`config.mk`:
```
export PLATFORM = sky130hd
export DESIGN_NAME = phrtc_top
export DESIGN_NICKNAME = d
export VERILOG_FILES = /design/src/rtl/phrtc_pkg.sv /design/src/rtl/phrtc_top.sv /design/src/rtl/phrtc_sync3.sv /design/src/rtl/phrtc_calendar.sv
export SDC_FILE = /design/constraint.sdc
export NUM_CORES = 1
export LEC_CHECK = 0
export ABC_AREA = 1
export ABC_CLOCK_PERIOD_IN_PS = 2990
export BUFFER_PORTS_ARGS = -buffer_cell sky130_fd_sc_hd__buf_4
export CORE_MARGIN = 5
export CORE_UTILIZATION = 50
export DETAILED_ROUTE_END_ITERATION = 7
export HOLD_SLACK_MARGIN = 0.02
export PLACE_DENSITY = 0.79
export SLEW_MARGIN = 20
export SYNTH_ARGS = -nofsm -noshare
export SYNTH_HDL_FRONTEND = slang
export SYNTH_HIERARCHICAL = 1
export SYNTH_SLANG_ARGS = --single-unit
```
`constraint.sdc`:
```
create_clock -name hclk -period 2.99 [get_ports hclk]
set_clock_uncertainty 0.15 [all_clocks]
set_input_delay 0.4485 -clock hclk [delete_from_list [all_inputs] [get_ports hclk]]
set_output_delay 0.4485 -clock hclk [all_outputs]
set_load 0.005 [all_outputs]
```
`src/rtl/phrtc_pkg.sv`:
```
// constants and types shared by the phantom clock design
package phrtc_pkg;
    // unlock pattern, bit 0 goes first: bytes c5 3a a3 5c twice, lsb first
    localparam logic [63:0] UNLOCK_PATTERN = 64'h5ca3_3ac5_5ca3_3ac5;
    localparam logic [5:0]  LAST_BIT       = 6'h3f;

    // calendar state after reset: date, month and weekday 01, rest 00
    localparam logic [63:0] TIME_RST       = 64'h0001_0101_0000_0000;
    // bits that can be set in each timekeeping byte; the rest always read zero
    localparam logic [63:0] TIME_MASK      = 64'hff1f_3f37_bf7f_7fff;
    localparam int          DAY_RST_BIT    = 36;
    localparam int          DAY_OSC_BIT    = 37;

    // time base: crystal edges per second and hundredth ticks per second
    localparam logic [15:0] XTAL_HZ        = 16'h8000;
    localparam logic [15:0] TICK_HZ        = 16'h0064;

    // synchroniser lanes and their idle levels
    localparam int          SYNC_W         = 7;
    localparam logic [6:0]  SYNC_RST       = 7'h17;
    localparam int          LN_CS          = 0;
    localparam int          LN_OE          = 1;
    localparam int          LN_WE          = 2;
    localparam int          LN_DIN         = 3;
    localparam int          LN_RSTPIN      = 4;
    localparam int          LN_PWRLOW      = 5;
    localparam int          LN_XTAL        = 6;

    // register map, byte addresses
    localparam logic [3:0]  REG_CTRL       = 4'h0;
    localparam logic [3:0]  REG_STATUS     = 4'h4;
    localparam logic [3:0]  REG_TIME_LO    = 4'h8;
    localparam logic [3:0]  REG_TIME_HI    = 4'hc;
    localparam logic        CTRL_RST       = 1'b0;

    typedef enum logic [1:0] {
        PHRTC_DEAD  = 2'b00,
        PHRTC_ARMED = 2'b01,
        PHRTC_OPEN  = 2'b11
    } phrtc_mode_t;
endpackage

```
`src/rtl/phrtc_top.sv`:
```
// phantom clock: memory select gating, serial unlock, clock access, ahb
`timescale 1ns/10ps
module phrtc_top
    import phrtc_pkg::*;
(
    input  wire logic        hclk,
    input  wire logic        hresetn,
    input  wire logic        hsel,
    input  wire logic [31:0] haddr,
    input  wire logic [1:0]  htrans,
    input  wire logic        hwrite,
    input  wire logic [2:0]  hsize,
    input  wire logic [31:0] hwdata,
    input  wire logic        hready,
    output logic             hreadyout,
    output logic             hresp,
    output logic      [31:0] hrdata,
    input  wire logic        chip_select_in_n,
    input  wire logic        output_enable_n,
    input  wire logic        write_enable_n,
    input  wire logic        data_in,
    output logic             data_out,
    output logic             data_out_oe,
    output logic             gated_memory_select_n,
    input  wire logic        reset_pin_n,
    input  wire logic        power_fail_threshold,
    input  wire logic        crystal_in,
    output logic             crystal_out
);
    typedef struct packed {
        phrtc_mode_t  mode;
        logic [5:0]   ptr;
        logic [5:0]   idx;
        logic         in_cyc;
        logic         saw_we;
        logic         wbit;
        logic [7:0]   wbyte;
        logic [63:0]  shadow;
        logic         dout;
        logic [15:0]  acc;
        logic         xtal_d;
        logic         tick;
        logic         xo;
        logic         force_ds;
        logic         wr_pend;
        logic [3:0]   wr_addr;
        logic [31:0]  rdata;
        logic         load_en;
        logic [2:0]   load_idx;
        logic [7:0]   load_byte;
    } phrtc_state_t;

    phrtc_state_t state_r;
    phrtc_state_t state_nxt;
    logic [SYNC_W-1:0] pins_q;
    logic [63:0]       time_q;
    logic              cs_n_q;
    logic              oe_n_q;
    logic              we_n_q;
    logic              pwr_low_q;
    logic              blocked;
    logic              cyc_end;
    logic              addr_ph;

    phrtc_sync3 #(
        .W       (SYNC_W),
        .RST_VAL (SYNC_RST)
    ) u_sync (
        .hclk    (hclk),
        .hresetn (hresetn),
        .d       ({crystal_in, power_fail_threshold, reset_pin_n,
                   data_in, write_enable_n, output_enable_n,
                   chip_select_in_n}),
        .q       (pins_q)
    );

    phrtc_calendar u_cal (
        .hclk      (hclk),
        .hresetn   (hresetn),
        .tick      (state_r.tick),
        .load_en   (state_r.load_en),
        .load_idx  (state_r.load_idx),
        .load_byte (state_r.load_byte),
        .time_q    (time_q)
    );

    function automatic logic [31:0] reg_read(input logic [3:0] a,
                                             input phrtc_state_t s,
                                             input logic [63:0] t,
                                             input logic [6:0] p);
        unique case (a)
            REG_CTRL:    reg_read = {31'h0, s.force_ds};
            REG_STATUS:  reg_read = {10'h0, ~p[LN_RSTPIN], p[LN_PWRLOW],
                                     2'b00, s.mode, 2'b00, s.idx,
                                     2'b00, s.ptr};
            REG_TIME_LO: reg_read = t[31:0];
            REG_TIME_HI: reg_read = t[63:32];
            default:     reg_read = 32'h0000_0000;
        endcase
    endfunction

    assign cs_n_q    = pins_q[LN_CS];
    assign oe_n_q    = pins_q[LN_OE];
    assign we_n_q    = pins_q[LN_WE];
    assign pwr_low_q = pins_q[LN_PWRLOW];
    // reset pin aborts only while the day register lets it
    assign blocked   = pwr_low_q
                       | (~pins_q[LN_RSTPIN] & ~time_q[DAY_RST_BIT]);
    // a host cycle ends when chip select returns high
    assign cyc_end   = state_r.in_cyc & cs_n_q;
    assign addr_ph   = hsel & htrans[1] & hready;

    always_comb begin
        logic [16:0] sum;
        sum       = 17'h0_0000;
        state_nxt = state_r;
        state_nxt.tick    = 1'b0;
        state_nxt.load_en = 1'b0;

        // host cycle tracking: write wins if write enable went low
        if (!cs_n_q && !state_r.in_cyc) begin
            state_nxt.in_cyc = 1'b1;
            state_nxt.saw_we = 1'b0;
        end
        if (state_r.in_cyc && !cs_n_q && !we_n_q) begin
            state_nxt.saw_we = 1'b1;
            state_nxt.wbit   = pins_q[LN_DIN];
        end
        if (cyc_end) begin
            state_nxt.in_cyc = 1'b0;
        end

        if (blocked) begin
            // drop everything mid-stream; partial bytes never reach time
            state_nxt.mode = PHRTC_DEAD;
            state_nxt.ptr  = 6'h00;
            state_nxt.idx  = 6'h00;
        end else if (cyc_end) begin
            unique case (state_r.mode)
                PHRTC_DEAD: begin
                    if (!state_r.saw_we) begin
                        state_nxt.mode = PHRTC_ARMED;
                        state_nxt.ptr  = 6'h00;
                    end
                end
                PHRTC_ARMED: begin
                    if (!state_r.saw_we) begin
                        state_nxt.ptr = 6'h00;
                    end else if (state_r.wbit
                                 == UNLOCK_PATTERN[state_r.ptr]) begin
                        state_nxt.ptr = state_r.ptr + 6'h01;
                        if (state_r.ptr == LAST_BIT) begin
                            state_nxt.mode   = PHRTC_OPEN;
                            state_nxt.idx    = 6'h00;
                            state_nxt.shadow = time_q;
                        end
                    end else begin
                        state_nxt.mode = PHRTC_DEAD;
                    end
                end
                PHRTC_OPEN: begin
                    state_nxt.idx = state_r.idx + 6'h01;
                    if (state_r.saw_we) begin
                        state_nxt.wbyte[state_r.idx[2:0]] = state_r.wbit;
                        state_nxt.shadow[state_r.idx]     = state_r.wbit;
                        if (state_r.idx[2:0] == 3'h7) begin
                            state_nxt.load_en   = 1'b1;
                            state_nxt.load_idx  = state_r.idx[5:3];
                            state_nxt.load_byte = {state_r.wbit,
                                                   state_r.wbyte[6:0]};
                        end
                    end
                    if (state_r.idx == LAST_BIT) begin
                        state_nxt.mode = PHRTC_DEAD;
                        state_nxt.ptr  = 6'h00;
                    end
                end
                default: begin
                    state_nxt.mode = PHRTC_DEAD;
                end
            endcase
        end

        // read bit leads the cycle so it stands while output enable is low
        state_nxt.dout = state_nxt.shadow[state_nxt.idx];

        // hundredths from crystal edges: exact on average, jitter of one
        // edge per tick since 32768 is not a multiple of 100
        state_nxt.xtal_d = pins_q[LN_XTAL];
        state_nxt.xo     = ~pins_q[LN_XTAL] & ~time_q[DAY_OSC_BIT];
        if (pins_q[LN_XTAL] && !state_r.xtal_d) begin
            sum = {1'b0, state_r.acc} + {1'b0, TICK_HZ};
            if (sum >= {1'b0, XTAL_HZ}) begin
                sum            = sum - {1'b0, XTAL_HZ};
                state_nxt.tick = 1'b1;
            end
            state_nxt.acc = sum[15:0];
        end

        // ahb-lite slave, zero wait states
        state_nxt.wr_pend = addr_ph & hwrite;
        if (addr_ph) begin
            state_nxt.wr_addr = haddr[3:0];
            state_nxt.rdata   = hwrite ? 32'h0000_0000
                                : reg_read(haddr[3:0], state_r, time_q,
                                           pins_q);
        end
        if (state_r.wr_pend && state_r.wr_addr == REG_CTRL) begin
            state_nxt.force_ds = hwdata[0];
        end
    end

    always_ff @(posedge hclk or negedge hresetn) begin
        if (!hresetn) begin
            state_r          <= '0;
            state_r.mode     <= PHRTC_DEAD;
            state_r.force_ds <= CTRL_RST;
        end else begin
            state_r <= state_nxt;
        end
    end

    // raw supply pin gates too, so memory is protected without sync lag
    assign gated_memory_select_n = chip_select_in_n
                                   | (state_r.mode == PHRTC_OPEN)
                                   | power_fail_threshold
                                   | pwr_low_q
                                   | state_r.force_ds;
    assign data_out    = state_r.dout;
    assign data_out_oe = (state_r.mode == PHRTC_OPEN) & ~blocked
                         & ~cs_n_q & ~oe_n_q & we_n_q;
    assign crystal_out = state_r.xo;
    assign hreadyout   = 1'b1;
    assign hresp       = 1'b0;
    assign hrdata      = state_r.rdata;
endmodule

```
`src/rtl/phrtc_sync3.sv`:
```
// three-stage input synchroniser with agreement filter
`timescale 1ns/10ps
module phrtc_sync3 #(
    parameter int             W       = 1,
    parameter logic [W-1:0]   RST_VAL = '0
) (
    input  wire logic         hclk,
    input  wire logic         hresetn,
    input  wire logic [W-1:0] d,
    output logic      [W-1:0] q
);
    typedef struct packed {
        logic [W-1:0] s1;
        logic [W-1:0] s2;
        logic [W-1:0] s3;
        logic [W-1:0] q;
    } phrtc_sync_t;

    phrtc_sync_t stage_r;
    phrtc_sync_t stage_nxt;

    // s1 feeds only s2; a lane changes once s2 and s3 agree
    always_comb begin
        stage_nxt    = stage_r;
        stage_nxt.s1 = d;
        stage_nxt.s2 = stage_r.s1;
        stage_nxt.s3 = stage_r.s2;
        for (int i = 0; i < W; i++) begin
            if (stage_r.s2[i] == stage_r.s3[i]) begin
                stage_nxt.q[i] = stage_r.s3[i];
            end
        end
    end

    always_ff @(posedge hclk or negedge hresetn) begin
        if (!hresetn) begin
            stage_r <= {RST_VAL, RST_VAL, RST_VAL, RST_VAL};
        end else begin
            stage_r <= stage_nxt;
        end
    end

    assign q = stage_r.q;
endmodule

```
`src/rtl/phrtc_calendar.sv`:
```
// bcd clock/calendar counters with byte-wide load
`timescale 1ns/10ps
module phrtc_calendar
    import phrtc_pkg::*;
(
    input  wire logic        hclk,
    input  wire logic        hresetn,
    input  wire logic        tick,
    input  wire logic        load_en,
    input  wire logic [2:0]  load_idx,
    input  wire logic [7:0]  load_byte,
    output logic      [63:0] time_q
);
    typedef struct packed {
        logic [7:0] yr;
        logic [7:0] mo;
        logic [7:0] dt;
        logic [7:0] dy;
        logic [7:0] hr;
        logic [7:0] mi;
        logic [7:0] se;
        logic [7:0] hu;
    } phrtc_cal_t;

    phrtc_cal_t cal_r;
    phrtc_cal_t cal_nxt;

    function automatic logic [7:0] bcd_inc(input logic [7:0] v);
        bcd_inc = (v[3:0] == 4'h9) ? {v[7:4] + 4'h1, 4'h0} : v + 8'h01;
    endfunction

    // every year divisible by four counts as leap
    function automatic logic [7:0] last_day(input logic [7:0] mo,
                                            input logic [7:0] yr);
        logic leap;
        leap = yr[4] ? (yr[3:0] == 4'h2 || yr[3:0] == 4'h6)
                     : (yr[3:0] == 4'h0 || yr[3:0] == 4'h4
                        || yr[3:0] == 4'h8);
        unique case (mo)
            8'h02:                      last_day = leap ? 8'h29 : 8'h28;
            8'h04, 8'h06, 8'h09, 8'h11: last_day = 8'h30;
            default:                    last_day = 8'h31;
        endcase
    endfunction

    always_comb begin
        logic [63:0] v;
        logic        dayc;
        logic [7:0]  hinc;
        v       = cal_r;
        dayc    = 1'b0;
        hinc    = 8'h00;
        cal_nxt = cal_r;
        if (load_en) begin
            // zero bits stay zero whatever is written
            v[{load_idx, 3'b000} +: 8] = load_byte
                                         & TIME_MASK[{load_idx, 3'b000} +: 8];
            cal_nxt = v;
        end else if (tick && !cal_r.dy[5]) begin
            cal_nxt.hu = (cal_r.hu == 8'h99) ? 8'h00 : bcd_inc(cal_r.hu);
            if (cal_r.hu == 8'h99) begin
                cal_nxt.se = (cal_r.se == 8'h59) ? 8'h00 : bcd_inc(cal_r.se);
            end
            if (cal_r.hu == 8'h99 && cal_r.se == 8'h59) begin
                cal_nxt.mi = (cal_r.mi == 8'h59) ? 8'h00 : bcd_inc(cal_r.mi);
            end
            if (cal_r.hu == 8'h99 && cal_r.se == 8'h59
                && cal_r.mi == 8'h59) begin
                if (cal_r.hr[7]) begin
                    if (cal_r.hr[4:0] == 5'h12) begin
                        cal_nxt.hr[4:0] = 5'h01;
                    end else if (cal_r.hr[4:0] == 5'h11) begin
                        cal_nxt.hr[4:0] = 5'h12;
                        cal_nxt.hr[5]   = ~cal_r.hr[5];
                        dayc            = cal_r.hr[5];
                    end else begin
                        hinc            = bcd_inc({3'b000, cal_r.hr[4:0]});
                        cal_nxt.hr[4:0] = hinc[4:0];
                    end
                end else if (cal_r.hr[5:0] == 6'h23) begin
                    cal_nxt.hr[5:0] = 6'h00;
                    dayc            = 1'b1;
                end else begin
                    hinc            = bcd_inc({2'b00, cal_r.hr[5:0]});
                    cal_nxt.hr[5:0] = hinc[5:0];
                end
            end
            if (dayc) begin
                cal_nxt.dy[2:0] = (cal_r.dy[2:0] == 3'h7) ? 3'h1
                                  : cal_r.dy[2:0] + 3'h1;
                // month end follows month length and leap year
                if (cal_r.dt == last_day(cal_r.mo, cal_r.yr)) begin
                    cal_nxt.dt = 8'h01;
                    cal_nxt.mo = (cal_r.mo == 8'h12) ? 8'h01
                                 : bcd_inc(cal_r.mo);
                    if (cal_r.mo == 8'h12) begin
                        cal_nxt.yr = (cal_r.yr == 8'h99) ? 8'h00
                                     : bcd_inc(cal_r.yr);
                    end
                end else begin
                    cal_nxt.dt = bcd_inc(cal_r.dt);
                end
            end
        end
    end

    always_ff @(posedge hclk or negedge hresetn) begin
        if (!hresetn) begin
            cal_r <= TIME_RST;
        end else begin
            cal_r <= cal_nxt;
        end
    end

    assign time_q = cal_r;
endmodule

```
== Yosys cells after proc, flatten, opt, wreduce, memory -nomap -nowiden ==
Memories as Yosys holds them, arrays and structs flattened.
Index checks and enable logic that the tools add are counted.
Cells by class
  bitwise operators: 24
  shifts and indexed selects: 3
  equal/unequal tests: 49
  add/sub/neg operators: 22
  muxes and demuxes: 91
  order comparisons: 7
  reductions and logical operators: 45
Operator list (number)
  $mux 64: 5
  $mux 8: 20
  $bwmux 64: 2
  $pmux 32 s4: 1
  $pmux 64 s2: 1
  $mux 12: 6
  $mux 24: 3
  $mux 72: 1
  $shift 8x8->64 const A: 1
  $shiftx 64x7->8 const A: 1
  $shiftx 8x8->64: 1
  $mux 30: 2
  $add 8x1->8 const B: 6
  $mux 6: 7
  $eq 4x4->1 const B: 10
  $mux 16: 2
  $mux 32: 1
  $mux 14: 2
  $add 4x1->4 const B: 6
  $lt 6x7->1 const B: 3
  $reduce_bool 2->1: 10
  $add 6x1->6 const B: 3
  $eq 6x6->1 const B: 3
  $mux 1: 18
  53 further kinds: 126
Storage, ports and cells
  output and inout bits: 38
  memories: 1
  bits in read-only memories: 64
  bits of input ports: 81
  register bits after elaboration: 251
Memories
  (no name shown): depth 64, width 1, read ports 1, clocked after Yosys merged registers in 0, wr ports 0, RTL line phrtc_top.sv:150  | == UNLOCK_PATTERN[state_r.ptr]) begin

== Longest topological paths before layout ==
  word-level depth: 15
  gate-level depth with buffers: 21
  mapped depth without buffers: 19

== By module ==
Netlist, hierarchy kept.
Modules (own cells, without submodules)
  phrtc_top: instances 1, cells an instance 1591, area each 10809.1 um^2, seq. area each 3903.7 um^2
  phrtc_calendar: instances 1, cells an instance 657, area each 4744.6 um^2, seq. area each 1605.3 um^2
  phrtc_sync3: instances 1, cells an instance 63, area each 887.1 um^2, seq. area each 720.7 um^2

== Worst setup path before layout ==
No wires, ideal clock.
  path type: register -> register
  from: reg u_sync.stage_r (netlist bit u_sync/q[0])
  to: reg state_r (netlist bit data_out)
  arrival: 2.314 ns
  setup time: 0.118 ns
  path slack: 0.408 ns
  buffers on the path: 3
  clock period less this slack: 2.582 ns
  cell stages (with the launch flop): 18
  required time: 2.722 ns
  cells stage by stage: dfstp_2 -> buf_4 -> ha_1 -> buf_4 -> inv_1 -> nor2_2 -> inv_1 -> a21oi_1 -> nand2_1 -> o21ai_2 -> buf_2 -> nand3_1 -> nand3_1 -> nand3_1 -> nand3_1 -> nand3_1 -> nand3_1 -> nand2_1
RTL lines
  start: declaration: RTL line phrtc_sync3.sv:19  | phrtc_sync_t stage_r;
  start signal: assignment: RTL line phrtc_sync3.sv:37  | stage_r <= {RST_VAL, RST_VAL, RST_VAL, RST_VAL};
  start signal: assignment: RTL line phrtc_sync3.sv:39  | stage_r <= stage_nxt;
  end signal: assignment: RTL line phrtc_top.sv:219  | state_r <= state_nxt;
  end: declaration: RTL line phrtc_top.sv:53  | phrtc_state_t state_r;

== Worst setup path after layout ==
  from: reg state_r[158] (netlist bit)
  to: out data_out_oe
On the way
  cells in the longest elaborated chain, start to end: 5
Ends and longest elaborated chain
  $eq 2x2->1: RTL line phrtc_top.sv:230  | assign data_out_oe = (state_r.mode == PHRTC_OPEN) & ~blocked
  $and 1x1->1: RTL line phrtc_top.sv:230
  $and 1x1->1 (3 in a row): RTL line phrtc_top.sv:231  | & ~cs_n_q & ~oe_n_q & we_n_q;
  end: declaration: RTL line phrtc_top.sv:23  | output logic data_out_oe,
No other way between the ends.

==> parameters.txt <==
Parameter                              Value

CTS
  Maximum number of buffers from clock root to sink    3
  Buffer type at the clock tree root    sky130_fd_sc_hd__clkbuf_16
  Inserted Clock Buffers    29
  Insertion delay of the later-clocked pin in the worst-skew pair    approximately 0.57 ns
  Total clock sinks    about 250
  Clock tree from TritonCTS    yes
  Number of H-tree levels    1
  Clock edge transition at the registers on the reported setup and hold paths    ~0.06 ns

Drt
  Total wire length after detailed routing    about 54000 um
  Post-detailed-route via-to-cell ratio    5.928
  Starting DRT DRC Count    2263
  Final routed wire length divided by cell count    19.25 um
  Post-detailed-route count of antenna-violating nets    0
  Vias    ~17000
  DRC errors left    4
  Number of detailed-routing iterations run before antenna repair    8

Worst setup path
  Max Fanout on Critical Path    15
  Slowest stage cell, crit path    sky130_fd_sc_hd__dfrtp_1
  CP cell instances    nand2_2 > buf_4 > nor2_1 > nand2_1 > nor3_1 > buf_4
  Kind of start point of the critical path    flip-flop
  Endpoint type of the worst setup path    output port
  Delay of the slowest cell on the worst path    0.50 ns
  Critical path required time    about 2.4 ns
  Kind of cell adding the most delay to the critical path    simple AND/OR/NAND/NOR gates
  Arrival time at the worst endpoint    roughly 2.3 ns
  Type of the worst setup path    reg2out
  Crit path top cell by count    sky130_fd_sc_hd__buf_4
  Crit path buf inv count    2

Placed design
  Post-DP HPWL    about 38000 um
  Gpl congestion    about 0.97
  Total of buffers placed on input and output ports    53

Final layout
  Number of nets in the final layout    between 2000 and 2500
  Layout cells sized above 1    0.1138
  Count of inserted antenna diode cells    0
  Highest-count cells in the layout ignoring fill and taps    590 x sky130_fd_sc_hd__nand2_1, 399 x sky130_fd_sc_hd__nand3_1, 283 x sky130_fd_sc_hd__inv_1
  Most common cell after layout, fill and taps aside    sky130_fd_sc_hd__nand2_1
  Fill cells    3064
  Area growth from synthesis to layout    12.37%

Timing
  Fin. Hold Viols    0
  Final number of setup-violating endpoints    0
  Worst-Margin Slew    around 0.95 ns
  Time the worst path needs with I/O delays and setup    just under 3 ns
  Upper clock frequency limit    345.1 MHz
  Portion of the clock cycle consumed by the worst path in the final layout    0.9691
  Max Transition Viols Final    0
  Unrepaired setup endpoints after global routing    true
  Worst relative slew slack    0.3629
  Fin Setup TNS    0 ns

Global routing
  Global Route Usage Sum    0.2919
  Routing usage on met3    0.04766
  Via count of the first global-routing pass    15560
  GR Util met2    0.4423
  GRT overflow    0
  Initial antenna violation count    0
  GR met1 Demand/Resource    0.3961
  First-pass GRT wire length    roughly 85000 um
  Largest net degree at the start of global routing    93
  Most congested layer reported by global routing    met2

Die
  Height of the chip    191.3 um
  Core ar.    0.03254 mm^2
  Horizontal die dimension    roughly 190 um
  Die outline area    0.03661 mm^2
  Num ports    approximately 120
  Number of cell rows    66
  Initial Utilization    0.5053

Power
  Leakage power figure    around 8.9 nW
  Maximum ir drop on the vdd rail    roughly 0.62 mV
  Final total power    a little under 0.009 W
  Power density normalized to cell area    ~470 mW/mm^2

Hold path
  Class of the tightest hold or removal check    in2reg

Status
  Result of the run    complete, but fails checks
  Failing checks    design-rule violations

Yosys
  Simple-gate share of the synthesized area    0.3262
  Mapped Area    ~0.016 mm^2
  Number of different library cells in the post-synthesis netlist    a little over 60
  Nets in the synthesized netlist    ~2400
  Post-Synth Adder-Cell Area    0.02816
  Post-synthesis sequential area ratio    0.3789
  XOR/XNOR Fraction of Synth Area    0.01651
  Syn Area/Cell    a little over 7 um^2
  Number of synthesized flops with an enable pin    0
  Primary flip-flop cell chosen by synthesis mapping    sky130_fd_sc_hd__dfrtp_1
  Combinational family with the most area after synthesis    simple AND/OR/NAND/NOR gates
  Fraction of synthesized area in multiplexers    0.001370
  Synthesis warning total    6
  Share of async-settable or async-resettable flops after synthesis    1.000
  Number of storage elements in the synthesis netlist    ~250
  Compound-Gate Fraction of Synth Area    0.1319
  Number of standard cells after synthesis    2311

Job
  Max-cap violation count    0
## state kept, by name (all words and copies together), names as in the netlist
signal and cells:
u_sync/stage_nxt 14, u_sync/q 7, u_sync/stage_r 7, u_cal/time_q 64, state_r 122, hrdata 32, data_out 1, crystal_out 1
## metrics by stage
| stage | worst slack [ns] | hold slack, ns | std cells | utilization | cell area (um^2) |
|---|---|---|---|---|---|
| 6_report | 0.09244 | 0.07655 | 2814 | 0.5678 | 18470 |
| 5_1_grt | -0.03945 | 0.1281 | 2814 | 0.5678 | 18470 |
| 4_1_cts | 0.007368 | 0.06785 | 2814 | 0.5675 | 18460 |
| 3_5_place_dp | 0.1834 | 0.1886 | 2750 | 0.5351 | 17410 |
| 3_3_place_gp | 0.1900 | 0.1839 | 2750 | 0.5351 | 17410 |
| 2_1_floorplan | 0.4079 | 0.002909 | 2311 | - | 16440 |
## where the power goes
group / leakage (nW) / internal [W] / switching (W)
Sequential: 3.32 / 0.00359 / 0.000161
Combinational: 5.12 / 0.000445 / 0.00105
Clock: 0.448 / 0.00202 / 0.00146
Total: 8.89 / 0.00605 / 0.00267
## timing repair
item                                    4_1_cts  5_1_grt
hold buffers                                 12        0
resized for setup                             1        4
buffers inserted                              0        0
hold endpoints to repair                    102        0
endpoints found under the setup margin        1        3
## cell type report
cell class                 count  area [um^2]  area share
clock buffer                  42        834.6     0.04517
clock inverter                10        93.84    0.005080
inverter                     299         1122     0.06075
multi-input combinational   1628         8324      0.4506
sequential                   248         6232      0.3374
tap                          442        553.0     0.02994
timing repair buffer         145         1314     0.07111
## layer usage
layer	up-vias	wire [um]
li1	7708	-
met1	7850	21820
met2	927	23480
met3	197	5196
met4	0	3660
met5	-	0
## path summary, 6_finish.rpt
check,startpoint,end,slack (ns),cells past startpoint
worst max-delay path,state_r[158],data_out_oe,0.09,6
worst max register to register,state_r[151],data_out,0.17,16
max in group asynchronous,hresetn,u_sync/q[1],1.67,3
worst min-delay path,haddr[2],state_r[46],0.08,3
min in group asynchronous,hresetn,u_cal/time_q[57],0.22,2
worst min register to register,u_sync/stage_nxt[20],u_sync/stage_nxt[13],0.20,0
## cells in the mapped netlist (3+ instances only)
cell type	instances	area [um^2]
sky130_fd_sc_hd__clkbuf_1	37	138.9
sky130_fd_sc_hd__clkinv_1	5	18.77
sky130_fd_sc_hd__a21boi_0	5	37.54
sky130_fd_sc_hd__xor2_1	28	245.2
sky130_fd_sc_hd__inv_2	11	41.29
sky130_fd_sc_hd__buf_1	5	18.77
sky130_fd_sc_hd__dfstp_2	19	499.2
sky130_fd_sc_hd__buf_6	8	90.09
sky130_fd_sc_hd__nand3_2	7	70.07
sky130_fd_sc_hd__o21ai_0	145	725.7
sky130_fd_sc_hd__a22o_1	16	140.1
sky130_fd_sc_hd__inv_1	283	1062
sky130_fd_sc_hd__a221oi_1	6	52.55
sky130_fd_sc_hd__o21ai_1	6	30.03
sky130_fd_sc_hd__ha_1	37	462.9
sky130_fd_sc_hd__o211ai_1	8	60.06
sky130_fd_sc_hd__o21ai_2	3	26.28
sky130_fd_sc_hd__nor3_1	26	130.1
sky130_fd_sc_hd__nand3b_1	11	82.58
sky130_fd_sc_hd__nand4_1	23	143.9
sky130_fd_sc_hd__nor2_2	11	68.82
sky130_fd_sc_hd__buf_2	40	200.2
sky130_fd_sc_hd__buf_4	46	345.3
sky130_fd_sc_hd__o32ai_1	4	35.03
sky130_fd_sc_hd__nor3_2	5	50.05
sky130_fd_sc_hd__a31oi_1	12	75.07
sky130_fd_sc_hd__nor3_4	3	48.80
sky130_fd_sc_hd__nor2_1	96	360.4
sky130_fd_sc_hd__xnor2_1	3	26.28
sky130_fd_sc_hd__o221ai_1	18	157.7
sky130_fd_sc_hd__nand3_1	399	1997
sky130_fd_sc_hd__o22ai_1	43	269.0
sky130_fd_sc_hd__dfrtp_1	229	5731
sky130_fd_sc_hd__nand2_2	11	68.82
sky130_fd_sc_hd__nand2_1	591	2218
sky130_fd_sc_hd__a21oi_1	79	395.4
## kinds of logic after synthesis
kind of cell	count (synthesis)
and+or+nand+nor	1194
xor gates and xnor gates	31
AOI/OAI and AO/OA	362
DFF	248
adders and majority gates	37
other	2
muxes	2
buffers and inverters	435
## worst min-delay path, stage by stage
cell and delay (ns):
sky130_fd_sc_hd__buf_4 0.09, sky130_fd_sc_hd__inv_1 0.06, sky130_fd_sc_hd__o21ai_0 0.15
No activity file was read; power rests on OpenSTA's default activity.
